## src/wss_map.svh

```systemverilog
// Register map, field positions and timing counts for the wake and supply status block
// Function
// - Bit 22 shows the live level of the local wake pin and no clear access touches it.
// - The wake pin level bit follows the pin only while the pin is set up as a wake input, otherwise it holds.
// - Bit 20 latches a wake-up caused by the local wake pin until a read-and-clear access.
// - Bit 18 latches a wake-up caused by LIN bus activity until a read-and-clear access.
// - Bit 17 latches a wake-up caused by the internal wake timer until a read-and-clear access.
// - Bit 16 shows live whether the device is in debug mode and cannot be cleared.
// - Bit 15 latches a main regulator undervoltage until a read-and-clear access.
// - Bits 14 to 12 count thermal level 2 events that restarted the main regulator, untouched by clears.
// - The restart count returns to zero by itself after one minute with no further such event.
// - The wake pin is a wake input when its select bit is 0 and a measurement input when it is 1, the default.
`ifndef WSS_MAP_SVH
`define WSS_MAP_SVH

`define WSS_ADDR_W 6
`define WSS_STATUS_OFFSET 6'h31
`define WSS_LOW_BIT 12
`define WSS_BIT_RSVD_23 23
`define WSS_BIT_WAKE_LEVEL 22
`define WSS_BIT_RSVD_21 21
`define WSS_BIT_PIN_WAKE 20
`define WSS_BIT_RSVD_19 19
`define WSS_BIT_LIN_WAKE 18
`define WSS_BIT_TIMER_WAKE 17
`define WSS_BIT_DEBUG 16
`define WSS_BIT_UV 15
`define WSS_BIT_COUNT_HI 14
`define WSS_BIT_COUNT_LO 12
`define WSS_FUNC_SELECT_RESET 1'b1
`define WSS_CLK_HZ 10000000
`define WSS_QUIET_MS 60000
`define WSS_QUIET_CYCLES (`WSS_QUIET_MS * (`WSS_CLK_HZ / 1000))

`endif

```

## src/wss_pkg.sv

```systemverilog
// Types shared by the wake and supply status block
package wss_pkg;
  typedef logic [2:0] wss_count_t;
  typedef logic [11:0] wss_word_t;
  typedef logic [5:0] wss_addr_t;
endpackage

```

## src/wss_status.sv

```systemverilog
// Upper half of the wake and supply status register with latched flags and restart counter
`timescale 1ns/1ns
`include "wss_map.svh"

module wss_status
  import wss_pkg::*;
#(
  parameter int QUIET_CYCLES = `WSS_QUIET_CYCLES
) (
  // Clock and reset
  input wire logic clk,
  input wire logic arst_n,
  // Status sources
  input wire logic local_wake_pin,
  input wire logic wake_pin_function_select,
  input wire logic wake_evt_pin,
  input wire logic wake_evt_lin,
  input wire logic wake_evt_timer,
  input wire logic debug_mode,
  input wire logic main_regulator_undervoltage,
  input wire logic thermal_shutdown_level2,
  // Register access from the serial port
  input wire logic rd_req,
  input wire wss_addr_t rd_addr,
  input wire logic rd_clear,
  output wss_word_t rd_data,
  output logic rd_valid
);

  localparam int QW = $clog2(QUIET_CYCLES + 1);

  // Quiet timer needs room for at least two counts
  if (QUIET_CYCLES < 2) begin : g_quiet_bad
    $error("QUIET_CYCLES must be at least 2");
  end

  ////////////////////////////////////////////////////////////////////////////
  // Reset release
  logic rst_meta_r;
  logic rst_n_r;

  // Two stages so release never lands mid-setup
  always_ff @(posedge clk or negedge arst_n) begin
    if (!arst_n) begin
      rst_meta_r <= 1'b0;
      rst_n_r <= 1'b0;
    end else begin
      rst_meta_r <= 1'b1;
      rst_n_r <= rst_meta_r;
    end
  end

  ////////////////////////////////////////////////////////////////////////////
  // Access decode
  logic hit;
  logic rc_hit;
  assign hit = rd_req && (rd_addr == `WSS_STATUS_OFFSET);
  assign rc_hit = hit && rd_clear;

  logic wake_level_r;
  logic pin_wake_r;
  logic lin_wake_r;
  logic timer_wake_r;
  logic uv_r;
  wss_count_t count_r;
  logic [QW-1:0] quiet_r;

  ////////////////////////////////////////////////////////////////////////////
  // Wake pin level
  // select 0 means wake input; hold otherwise
  always_ff @(posedge clk or negedge rst_n_r) begin
    if (!rst_n_r) begin
      wake_level_r <= 1'b0;
    end else if (!wake_pin_function_select) begin
      // live copy, clears never reach it
      wake_level_r <= local_wake_pin;
    end
  end

  ////////////////////////////////////////////////////////////////////////////
  // Latched flags, set wins over read-and-clear
  // clear only after contents sampled, events kept
  always_ff @(posedge clk or negedge rst_n_r) begin
    if (!rst_n_r) begin
      pin_wake_r <= 1'b0;
      lin_wake_r <= 1'b0;
      timer_wake_r <= 1'b0;
      uv_r <= 1'b0;
    end else begin
      pin_wake_r <= wake_evt_pin || (pin_wake_r && !rc_hit);
      lin_wake_r <= wake_evt_lin || (lin_wake_r && !rc_hit);
      timer_wake_r <= wake_evt_timer || (timer_wake_r && !rc_hit);
      uv_r <= main_regulator_undervoltage || (uv_r && !rc_hit);
    end
  end

  ////////////////////////////////////////////////////////////////////////////
  // Restart counter and quiet timer
  // Saturates at seven so a burst cannot wrap back to a small count
  always_ff @(posedge clk or negedge rst_n_r) begin
    if (!rst_n_r) begin
      count_r <= '0;
      quiet_r <= '0;
    end else if (thermal_shutdown_level2) begin
      if (count_r != 3'h7) begin
        count_r <= count_r + 3'h1;
      end
      quiet_r <= '0;
    end else if (count_r != '0) begin
      // self clear after a quiet minute
      if (quiet_r == QW'(QUIET_CYCLES - 1)) begin
        count_r <= '0;
        quiet_r <= '0;
      end else begin
        quiet_r <= quiet_r + QW'(1);
      end
    end
  end

  ////////////////////////////////////////////////////////////////////////////
  // Read data, one cycle after the request
  wss_word_t word;

  always_comb begin
    word = '0;
    word[`WSS_BIT_WAKE_LEVEL - `WSS_LOW_BIT] = wake_level_r;
    word[`WSS_BIT_PIN_WAKE - `WSS_LOW_BIT] = pin_wake_r;
    word[`WSS_BIT_LIN_WAKE - `WSS_LOW_BIT] = lin_wake_r;
    word[`WSS_BIT_TIMER_WAKE - `WSS_LOW_BIT] = timer_wake_r;
    word[`WSS_BIT_DEBUG - `WSS_LOW_BIT] = debug_mode;
    word[`WSS_BIT_UV - `WSS_LOW_BIT] = uv_r;
    word[`WSS_BIT_COUNT_HI - `WSS_LOW_BIT:`WSS_BIT_COUNT_LO - `WSS_LOW_BIT] = count_r;
  end

  // Unmapped address answers with zero data
  always_ff @(posedge clk or negedge rst_n_r) begin
    if (!rst_n_r) begin
      rd_data <= '0;
      rd_valid <= 1'b0;
    end else begin
      rd_valid <= rd_req;
      if (rd_req) begin
        rd_data <= hit ? word : '0;
      end
    end
  end

  localparam int IL = `WSS_BIT_WAKE_LEVEL - `WSS_LOW_BIT;
  localparam int IP = `WSS_BIT_PIN_WAKE - `WSS_LOW_BIT;
  localparam int ID = `WSS_BIT_DEBUG - `WSS_LOW_BIT;
endmodule

```

## config.mk

```make
export PLATFORM = sky130hd
export DESIGN_NAME = wss_status
export DESIGN_NICKNAME = d
export VERILOG_FILES = /design/src/wss_pkg.sv /design/src/wss_status.sv
export VERILOG_INCLUDE_DIRS = /design/src
export SDC_FILE = /design/constraint.sdc
export NUM_CORES = 1
export LEC_CHECK = 0
export ABC_AREA = 0
export BUFFER_PORTS_ARGS = -buffer_cell sky130_fd_sc_hd__clkbuf_2
export CAP_MARGIN = 20
export CORE_MARGIN = 2
export CORE_UTILIZATION = 58
export DETAILED_ROUTE_END_ITERATION = 16
export HOLD_SLACK_MARGIN = 0.12
export PLACE_DENSITY = 0.89
export SETUP_SLACK_MARGIN = 0.3
export SLEW_MARGIN = 25
export SYNTH_ARGS = -nofsm -noshare
export SYNTH_HDL_FRONTEND = slang
export SYNTH_SLANG_ARGS = --single-unit
```

## constraint.sdc

```tcl
create_clock -name clk -period 1.7 [get_ports clk]
set_input_delay 0.085 -clock clk [delete_from_list [all_inputs] [get_ports clk]]
set_output_delay 0.085 -clock clk [all_outputs]
set_load 0.03 [all_outputs]
```

* Word level (Yosys, flattened, before mapping)
Index checks and enable logic that the tools add are counted.
** Storage, ports and cells
- Bits in registers :: 53
- Output and inout bits :: 13
- Logic and storage cells :: 40
** Operators by class
- Add/sub/neg operators :: 2
- Equality and inequality tests :: 4
- Mux-type cells :: 8
- Reduce and logical (&&, ||, !) cells :: 15
** Operator list (number)
- 2-to-1 mux 30 bit :: 3
- adder 30 x 1 -> 30 bit (second input constant) :: 1
- == test 30 bit (second input constant) :: 1
- 2-to-1 mux 3 bit :: 4
- 2-to-1 mux 11 bit :: 1
- == test 6 bit (second input constant) :: 1
- logical AND 1 bit :: 6
- logical OR 1 bit :: 4
- nonzero test 2 bit :: 2
- adder 3 x 1 -> 3 bit (second input constant) :: 1
- != test 3 bit (second input constant) :: 1
- AND reduction 3 bit :: 1
- nonzero test 3 bit :: 1
- != test 2 x 1 -> 1 bit (second input constant) :: 1
- zero test 1 bit :: 1

* Depth between registers and ports, before layout
Gate-level depths: netlist of run 1.
- Depth in word-level cells :: 6
- Mapped depth :: 8

* Least setup slack after synthesis of run 1
OpenSTA, ideal clock, no wires.
- Path kind :: flip-flop to flip-flop
- Start :: register quiet_r[0]
- End :: register quiet_r[25]
- Setup time :: 0.126 ns
- Data arrival time :: 1.898 ns
- Required time :: 1.574 ns
- Slack :: -0.324 ns
- Cell stages (with the launch flop) :: 9
- Cell sequence :: dfrtp_1 -> ha_1 -> nand3_1 -> or2_1 -> buf_2 -> o31a_1 -> buf_2 -> and3_1 -> a221o_1
** On the way
- Longest elaborated chain between the ends :: 4
** RTL lines
- start, declared :: line wss_status.sv:66 : logic [QW-1:0] quiet_r;
- start signal, assigned :: line wss_status.sv:115 : quiet_r <= quiet_r + QW'(1);
- adder 30 x 1 -> 30 bit / == test 30 bit (equally long branches) :: line wss_status.sv:115, wss_status.sv:111
- 2-to-1 mux 30 bit * :: line wss_status.sv:111 : if (quiet_r == QW'(QUIET_CYCLES - 1)) begin
- 2-to-1 mux 30 bit * :: line wss_status.sv:109 : end else if (count_r != '0) begin
- 2-to-1 mux 30 bit * :: line wss_status.sv:104 : end else if (thermal_shutdown_level2) begin
Mark *: on every way between the ends. The rest lies on a longest branch, timed or not. The select of a mux whose other input is x is not followed.
A chain may end at the register's enable or synchronous reset.

* Final worst setup path of run 1
- Start :: register quiet_r[8]
- End :: register quiet_r[24]
Same word-level chain as after synthesis.

==> qor.yml, run 1 <==
cap_violations: 0
gr-usage-met3_pct: 10.83
drcViolationCount: 0
hold_path.class: "in2reg"
clkSinkCount: 50
synth_ff_type: "dfrtp_1"
clk_latency_ns: 0.33
die_x_um: 70.66
synthAdderAreaFrac_pct: 1.942
port_buffers: 27
hold_viol: 0
yosys.area_share.xor_xnor_pct: 4.417
place_ws_ns: -0.2710
hold_depth: 3
yosys.cell_types.count: 45
irDropWorstVdd_mv: 0.5982
power.internal_mw: 1.976
yosysWarnings: 0
critPathMaxFanout: 4
grt_pass1_vias: 2942
p_leak_nw: 1.741
switchingPower_uw: 958.6
critPathArrivalTime_ns: 2.38
rsz0062_at_grt: "true"
final_max_slew_viol_count: 0
dpl.hpwl_um: 5115
drt-initial-drc-count: 452
yosysSeqAreaShare_pct: 48.54
firstDrtPassIters: 5
clkSlewWorstSetupHoldPaths_ns: 0.10
holdPathEnd: "timer_wake_r"
r2r_end: "quiet_r[24]"
final_layout_size_suffix_gt1_share_pct: 41.34
netlist_top_cells_area: "dfrtp_1 49%, nand2_1 4.8%, nand4_1 4.1%"
p_per_area_nw_per_um2: 762.9
start_kind: "flip-flop"
pwr-share-comb_pct: 27.8
cts_tree: "done"
max_stage_delay_ns: 0.52
min_from: "rd_clear"
slowest_stage: "or4_4"
synth_compound_area_share_pct: 12.28
cp_data_required_time_ns: 1.90
routed_wirelength_um: 10730
diodes: 0
clkPwrFrac_pct: 26.5
min_period_ns: 2.179
yosysMostFrequentCell: "dfrtp_1"
met1_usage_pct: 51.74
synthesis.area_sq_um: 2577
finalNonFillerCells: 439
initial_core_util_pct: 59.61
async_reset_ff_share_pct: 100.0
h-tree-depth: 2
cpMostUsedCell: "or4_4"
cts_made_buffers: 5
rrSetupSlack_ns: -0.48
io_pins: 31
layout_setup_ws_ns: -0.4792
yosysTopAreaCell: "dfrtp_1"
critPathKind: "reg2reg"
synth_commonest_cells: "50 x dfrtp_1, 33 x nand2_1, 25 x nor2_1, 20 x nand3_1, 17 x nand4_1"
synth_top_family_by_area: "simple AND/OR/NAND/NOR gates"
regToRegStartpoint: "quiet_r[8]"
synth_top_cell_area_share_pct: 48.54
synth-edff-count: 0
status: "finished with violations"
nets: 408
die_h_um: 70.66
fin_crit_sh_pct: 128.2
dieArea_sq_um: 4993
num_vias: 3087
clock_path_buffers: 2
syn_to_final_growth_pct: 49.22
via_per_inst: 7.032
violations: "setup timing"
stdcell_area_sq_um: 3846
dp_cells: 398
antenna_found_initial: 0
grt_pass1_wl_um: 15570
finalSetupViolCount: 32
gp_congestion: 0.9482
use_met2_pct: 66.46
coreArea_sq_um: 4324
ys_ff_latch: 50
synth_simple_gate_area_share_pct: 26.89
swShare_pct: 32.67
endpoint_kind: "flip-flop"
cts_root_buf: "clkbuf_8"
max_freq_mhz: 458.9
ff2ff_path_depth: 6
holdWs_ns: 0.1214
muxShareOfSynthArea_pct: 0.4369
avgRoutedWirePerCell_um: 24.45
grtUsageTotal_pct: 41.31
grt-ovfl-total: 0
dpl-instance-area_sq_um: 3261
syn_area_per_cell_sq_um: 9.511
grt-busiest-layer: "met2"
grt_max_degree: 34
syn_inst: 271
worstPathCellList: "nand4_4, or4_4, buf_4, or4_4, a21oi_2, o22ai_1"
drtAntennaViolNets: 0
clock_skew_ns: 0.01351
row_count: 24
p_seq_share_pct: 45.8
## power by group through the flow
stage	clock, mW	combinational (mW)	sequential, mW
floorplan	0	0.300	1.36
global placement	0	0.561	1.34
detailed placement	0	0.585	1.34
CTS	0.756	0.700	1.33
global route	0.819	0.841	1.35
finish	0.777	0.814	1.34
## through the flow
stage                     utilization, %  power, mW  setup TNS (ns)
after global routing               88.95      3.010          -9.472
after global placement             75.41      1.897          -4.302
after detailed placement           75.41      1.926          -6.141
after floorplan                        -      1.662          -1.045
after CTS                          85.56      2.782          -4.104
final                              88.95      2.934          -8.917
## registers in the layout, indices dropped and copies added, names as in the netlist
signal,count
uv_r,1
pin_wake_r,1
quiet_r,30
rst_n_r,1
timer_wake_r,1
wake_level_r,1
rd_valid,1
rst_meta_r,1
lin_wake_r,1
rd_data,9
count_r,3
## kinds of logic (layout without fill, tap and decap cells)
kind of cell / Yosys count / after routing
adder cells (fa/ha/maj): 4 / 4
AND/OR/NAND/NOR: 127 / 127
XOR/XNOR: 13 / 13
multiplexers: 1 / 1
AO/OA/AOI/OAI: 43 / 43
buffers and inverters: 31 / 145
other: 2 / 4
flip-flops: 50 / 50
## worst max-delay path: cells and delay by family, from the launching register on
kind                   cells  cell delay [ns]
buffers and inverters      1             0.16
DFF                        1             0.47
and+or+nand+nor            3             1.15
AOI/OAI and AO/OA          2             0.27
## area by class of cell
type | count | area [sq um]
inverter | 16 | 60.06
multi-input combinational | 192 | 1441
fill | 179 | 478.0
tap | 52 | 65.06
sequential | 50 | 1257
clock buffer | 6 | 82.58
clock inverter | 2 | 16.27
timing repair buffer | 121 | 923.4
## layer usage
layer	wire length, um	part of all wire [%]
met1	3733	35
met2	4834	45
met3	1241	12
met4	924	8.6
met5	0	0
## worst max-delay path by stage
| stage | from | to | slack, ns |
|---|---|---|---|
| after global placement | quiet_r[11] | count_r[2] | -0.21 |
| after floorplan | quiet_r[3] | quiet_r[24] | -0.28 |
| after detailed placement | quiet_r[11] | quiet_r[11] | -0.27 |
| after CTS | quiet_r[6] | quiet_r[24] | -0.25 |
| after global routing | quiet_r[8] | quiet_r[24] | -0.51 |
| final | quiet_r[8] | quiet_r[24] | -0.48 |
## cell usage in the layout, fill, tap and decap left out, drive strengths merged, types with 3 or more instances in the layout
master / Yosys / final
nand4: 19 / 19
inv: 16 / 17
a22o: 3 / 3
or4: 3 / 3
o31ai: 7 / 7
o211ai: 8 / 8
buf: 8 / 78
ha: 4 / 4
nand2: 33 / 33
nor4b: 4 / 4
nand3: 20 / 20
o21ai: 10 / 10
a21o: 5 / 5
clkbuf: 7 / 33
dlygate4sd3: 0 / 16
nor3: 5 / 5
xor2: 7 / 7
conb: 2 / 4
xnor2: 6 / 6
dfrtp: 50 / 50
nor2: 25 / 25
nor4: 7 / 7
## repair_timing
action / in CTS / in global routing
cloned: 0 / 1
gates resized for setup: 26 / 21
pin swaps: 8 / 14
hold buffers: 16 / 0
setup buffers: 9 / 7
setup endpoints to repair: 33 / 33
hold endpoints to repair: 15 / 0
No activity file was read; power rests on OpenSTA's default activity.
==> inputs of run 2 (changes only) <==
--- a/config.mk
+++ b/config.mk
@@ -10,10 +10,10 @@
 export BUFFER_PORTS_ARGS = -buffer_cell sky130_fd_sc_hd__clkbuf_2
 export CAP_MARGIN = 20
 export CORE_MARGIN = 2
-export CORE_UTILIZATION = 58
+export CORE_UTILIZATION = 52
 export DETAILED_ROUTE_END_ITERATION = 16
 export HOLD_SLACK_MARGIN = 0.12
-export PLACE_DENSITY = 0.89
+export PLACE_DENSITY = 0.84
 export SETUP_SLACK_MARGIN = 0.3
 export SLEW_MARGIN = 25
 export SYNTH_ARGS = -nofsm -noshare
==> constraint.sdc (replaced) <==
create_clock -name clk -period 1.93 [get_ports clk]
set_input_delay 0.0965 -clock clk [delete_from_list [all_inputs] [get_ports clk]]
set_output_delay 0.0965 -clock clk [all_outputs]
set_load 0.03 [all_outputs]
==> qor.yml, run 2 (same netlist as run 1, synthesis figures left out) <==
status: "finished with violations"
violations: "setup timing"
drtAntennaViolNets: 0  # unchanged
cts_root_buf: "clkbuf_8"
crit_start: "quiet_r[11]"
grt_max_degree: 34  # unchanged
fill_cells: 254  # +42%
switchingPower_uw: 861.9  # -10%
h-tree-depth: 2  # unchanged
die_x_um: 74.41  # +5.3%
nets: 400  # -2.0%
num_vias: 2874  # -6.9%
clk_latency_ns: 0.32  # about the same
layout_commonest_cell: "buf_4"
antenna_found_initial: 0  # unchanged
cap_violations: 0  # unchanged
max_stage_delay_ns: 0.48  # -0.04 ns
min_period_ns: 2.185  # +0.005512 ns
endpoint_kind: "flip-flop"
die_h_um: 74.41  # +5.3%
grtUsageTotal_pct: 32.80  # -8.5 points
finalSetupViolCount: 31  # -3.1%
largest_register_ffs: 30  # unchanged
stdcell_area_sq_um: 3866  # +0.52%
dpl.hpwl_um: 4916  # -3.9%
dpl-instance-area_sq_um: 3149  # -3.4%
grt_pass1_wl_um: 13420  # -14%
p_per_area_nw_per_um2: 656.2  # -14%
final_max_slew_viol_count: 0  # unchanged
top_regs: "quiet_r x30, rd_data x9, count_r x3"
worstMarginPinSlew_ns: 0.7336
final_layout_size_suffix_gt1_share_pct: 44.06  # +2.7 points
layout_setup_ws_ns: -0.2547  # +0.2245 ns
clock_skew_ns: 0.009838  # -0.003668 ns
max-slew-margin-rel_pct: 51.09
cp_data_required_time_ns: 2.15  # +0.25 ns
row_count: 25  # +4.2%
initial_core_util_pct: 54.21  # -5.4 points
regMostFlops: "quiet_r"
syn_to_final_growth_pct: 50.00
clkPwrFrac_pct: 27.1  # +0.6 points
grt_pass1_vias: 2687  # -8.7%
cts_made_buffers: 5  # unchanged
firstDrtPassIters: 5  # unchanged
pwr-share-comb_pct: 25.8  # -2.0 points
io_pins: 31  # unchanged
via_per_inst: 6.444  # -8.4%
final.setup.tns_ns: -4.203  # +4.715 ns
gp_congestion: 0.9150  # -3.5%
routed_wirelength_um: 10290  # -4.2%
dieArea_sq_um: 5536  # +11%
p_seq_share_pct: 47.1  # +1.3 points
irDropWorstVdd_mv: 0.5934  # -0.80%
clock_path_buffers: 2  # unchanged
avgRoutedWirePerCell_um: 23.07  # -5.7%
max_freq_mhz: 457.7  # -0.25%
critPathMaxFanout: 7  # +3
clkSlewWorstSetupHoldPaths_ns: 0.10  # about the same
rsz0062_at_grt: "true"
place_ws_ns: -0.02850  # +0.2425 ns
finalNonFillerCells: 446  # +1.6%
regToRegStartpoint: "quiet_r[11]"
min_from: "rd_addr[1]"
port_buffers: 27  # unchanged
p_leak_nw: 1.734  # -0.41%
critPathArrivalTime_ns: 2.40  # +0.02 ns
drcViolationCount: 0  # unchanged
dp_cells: 398  # unchanged
coreArea_sq_um: 4755  # +10%
hold_viol: 0  # unchanged
critPathKind: "reg2reg"
grt-ovfl-total: 0  # unchanged
power.internal_mw: 1.675  # -15%
swShare_pct: 33.97  # +1.3 points
clkSinkCount: 50  # unchanged
start_kind: "flip-flop"
diodes: 0  # unchanged
cts_tree: "done"
layout_common_cells: "64 x buf_4, 43 x dfrtp_1, 29 x nand2_1"
hold_path.class: "in2reg"
fin_crit_sh_pct: 113.2  # -15 points
slowest_stage: "dfrtp_2"
worstPathCellList: "nor4b_2, nand4b_1, o31a_1, buf_4, a21o_1, a22o_1"
drt-initial-drc-count: 547  # +21%
## run 2: cell count changes in the layout (fill, tap and decap cells not counted), moves of 3 or more
cell	before	now
dlygate4sd3_1	16	12
nand2_1	32	29
buf_4	69	64
nor2_1	22	19
## run 2: final timing paths
| path | slack, ns | cells after the start | endpoint |
|---|---|---|---|
| min in group asynchronous | 0.34 | 0 | wake_level_r |
| hold reg to reg | 0.34 | 0 | wake_level_r |
| setup reg to reg | -0.25 | 6 | quiet_r[28] |
| max in group asynchronous | 0.96 | 1 | rd_data[8] |
| hold / removal | 0.15 | 4 | rd_data[3] |
| setup / recovery | -0.25 | 6 | quiet_r[28] |
## run 2: power by group through the flow
stage	Combinational, mW	Sequential [mW]	Clock, mW
4_1_cts	0.514	1.18	0.674
6_report	0.655	1.19	0.688
5_1_grt	0.678	1.20	0.727
3_5_place_dp	0.411	1.21	0
2_1_floorplan	0.262	1.20	0
3_3_place_gp	0.398	1.20	0
## run 2: per-stage QoR
stage | hold WS [ns] | total power [mW] | util, %
2_1_floorplan | -0.1991 | 1.460 | -
3_3_place_gp | -0.1179 | 1.601 | 66.24
3_5_place_dp | -0.1176 | 1.618 | 66.24
4_1_cts | 0.1321 | 2.369 | 76.05
5_1_grt | 0.1657 | 2.605 | 81.32
6_report | 0.1517 | 2.537 | 81.32
## run 2: what timing repair did
action	4_1_cts	5_1_grt
endpoints found under the hold margin	10	0
endpoints found under the setup margin	31	32
pin swaps	17	17
gates resized for setup	37	30
buffers inserted	10	16
gates cloned	1	1
hold buffers	12	0
## run 2: final cells by class
cell class | count | area [sq um] | area share [%]
Clock buffer | 6 | 82.58 | 2.136
Clock inverter | 2 | 17.52 | 0.4531
Inverter | 16 | 60.06 | 1.553
Multi-Input combinational cell | 193 | 1521 | 39.35
Sequential cell | 50 | 1260 | 32.59
Tap cell | 67 | 83.83 | 2.168
Timing Repair Buffer | 112 | 840.8 | 21.75
## run 2: metal layers
| layer | GRT usage [%] | vias up | wire, um |
|---|---|---|---|
| li1 | - | 1182 | - |
| met1 | 39.40 | 1382 | 3675 |
| met2 | 54.28 | 223 | 4878 |
| met3 | 7.453 | 87 | 934 |
| met4 | 18.65 | 0 | 799 |
| met5 | 0 | - | 0 |
## run 2: worst max-delay path: cells and delay by family (launching register included)
family                 cells  cell delay (ns)
AOI/OAI and AO/OA          3             0.76
buffers and inverters      1             0.18
DFF                        1             0.48
and+or+nand+nor            2             0.65
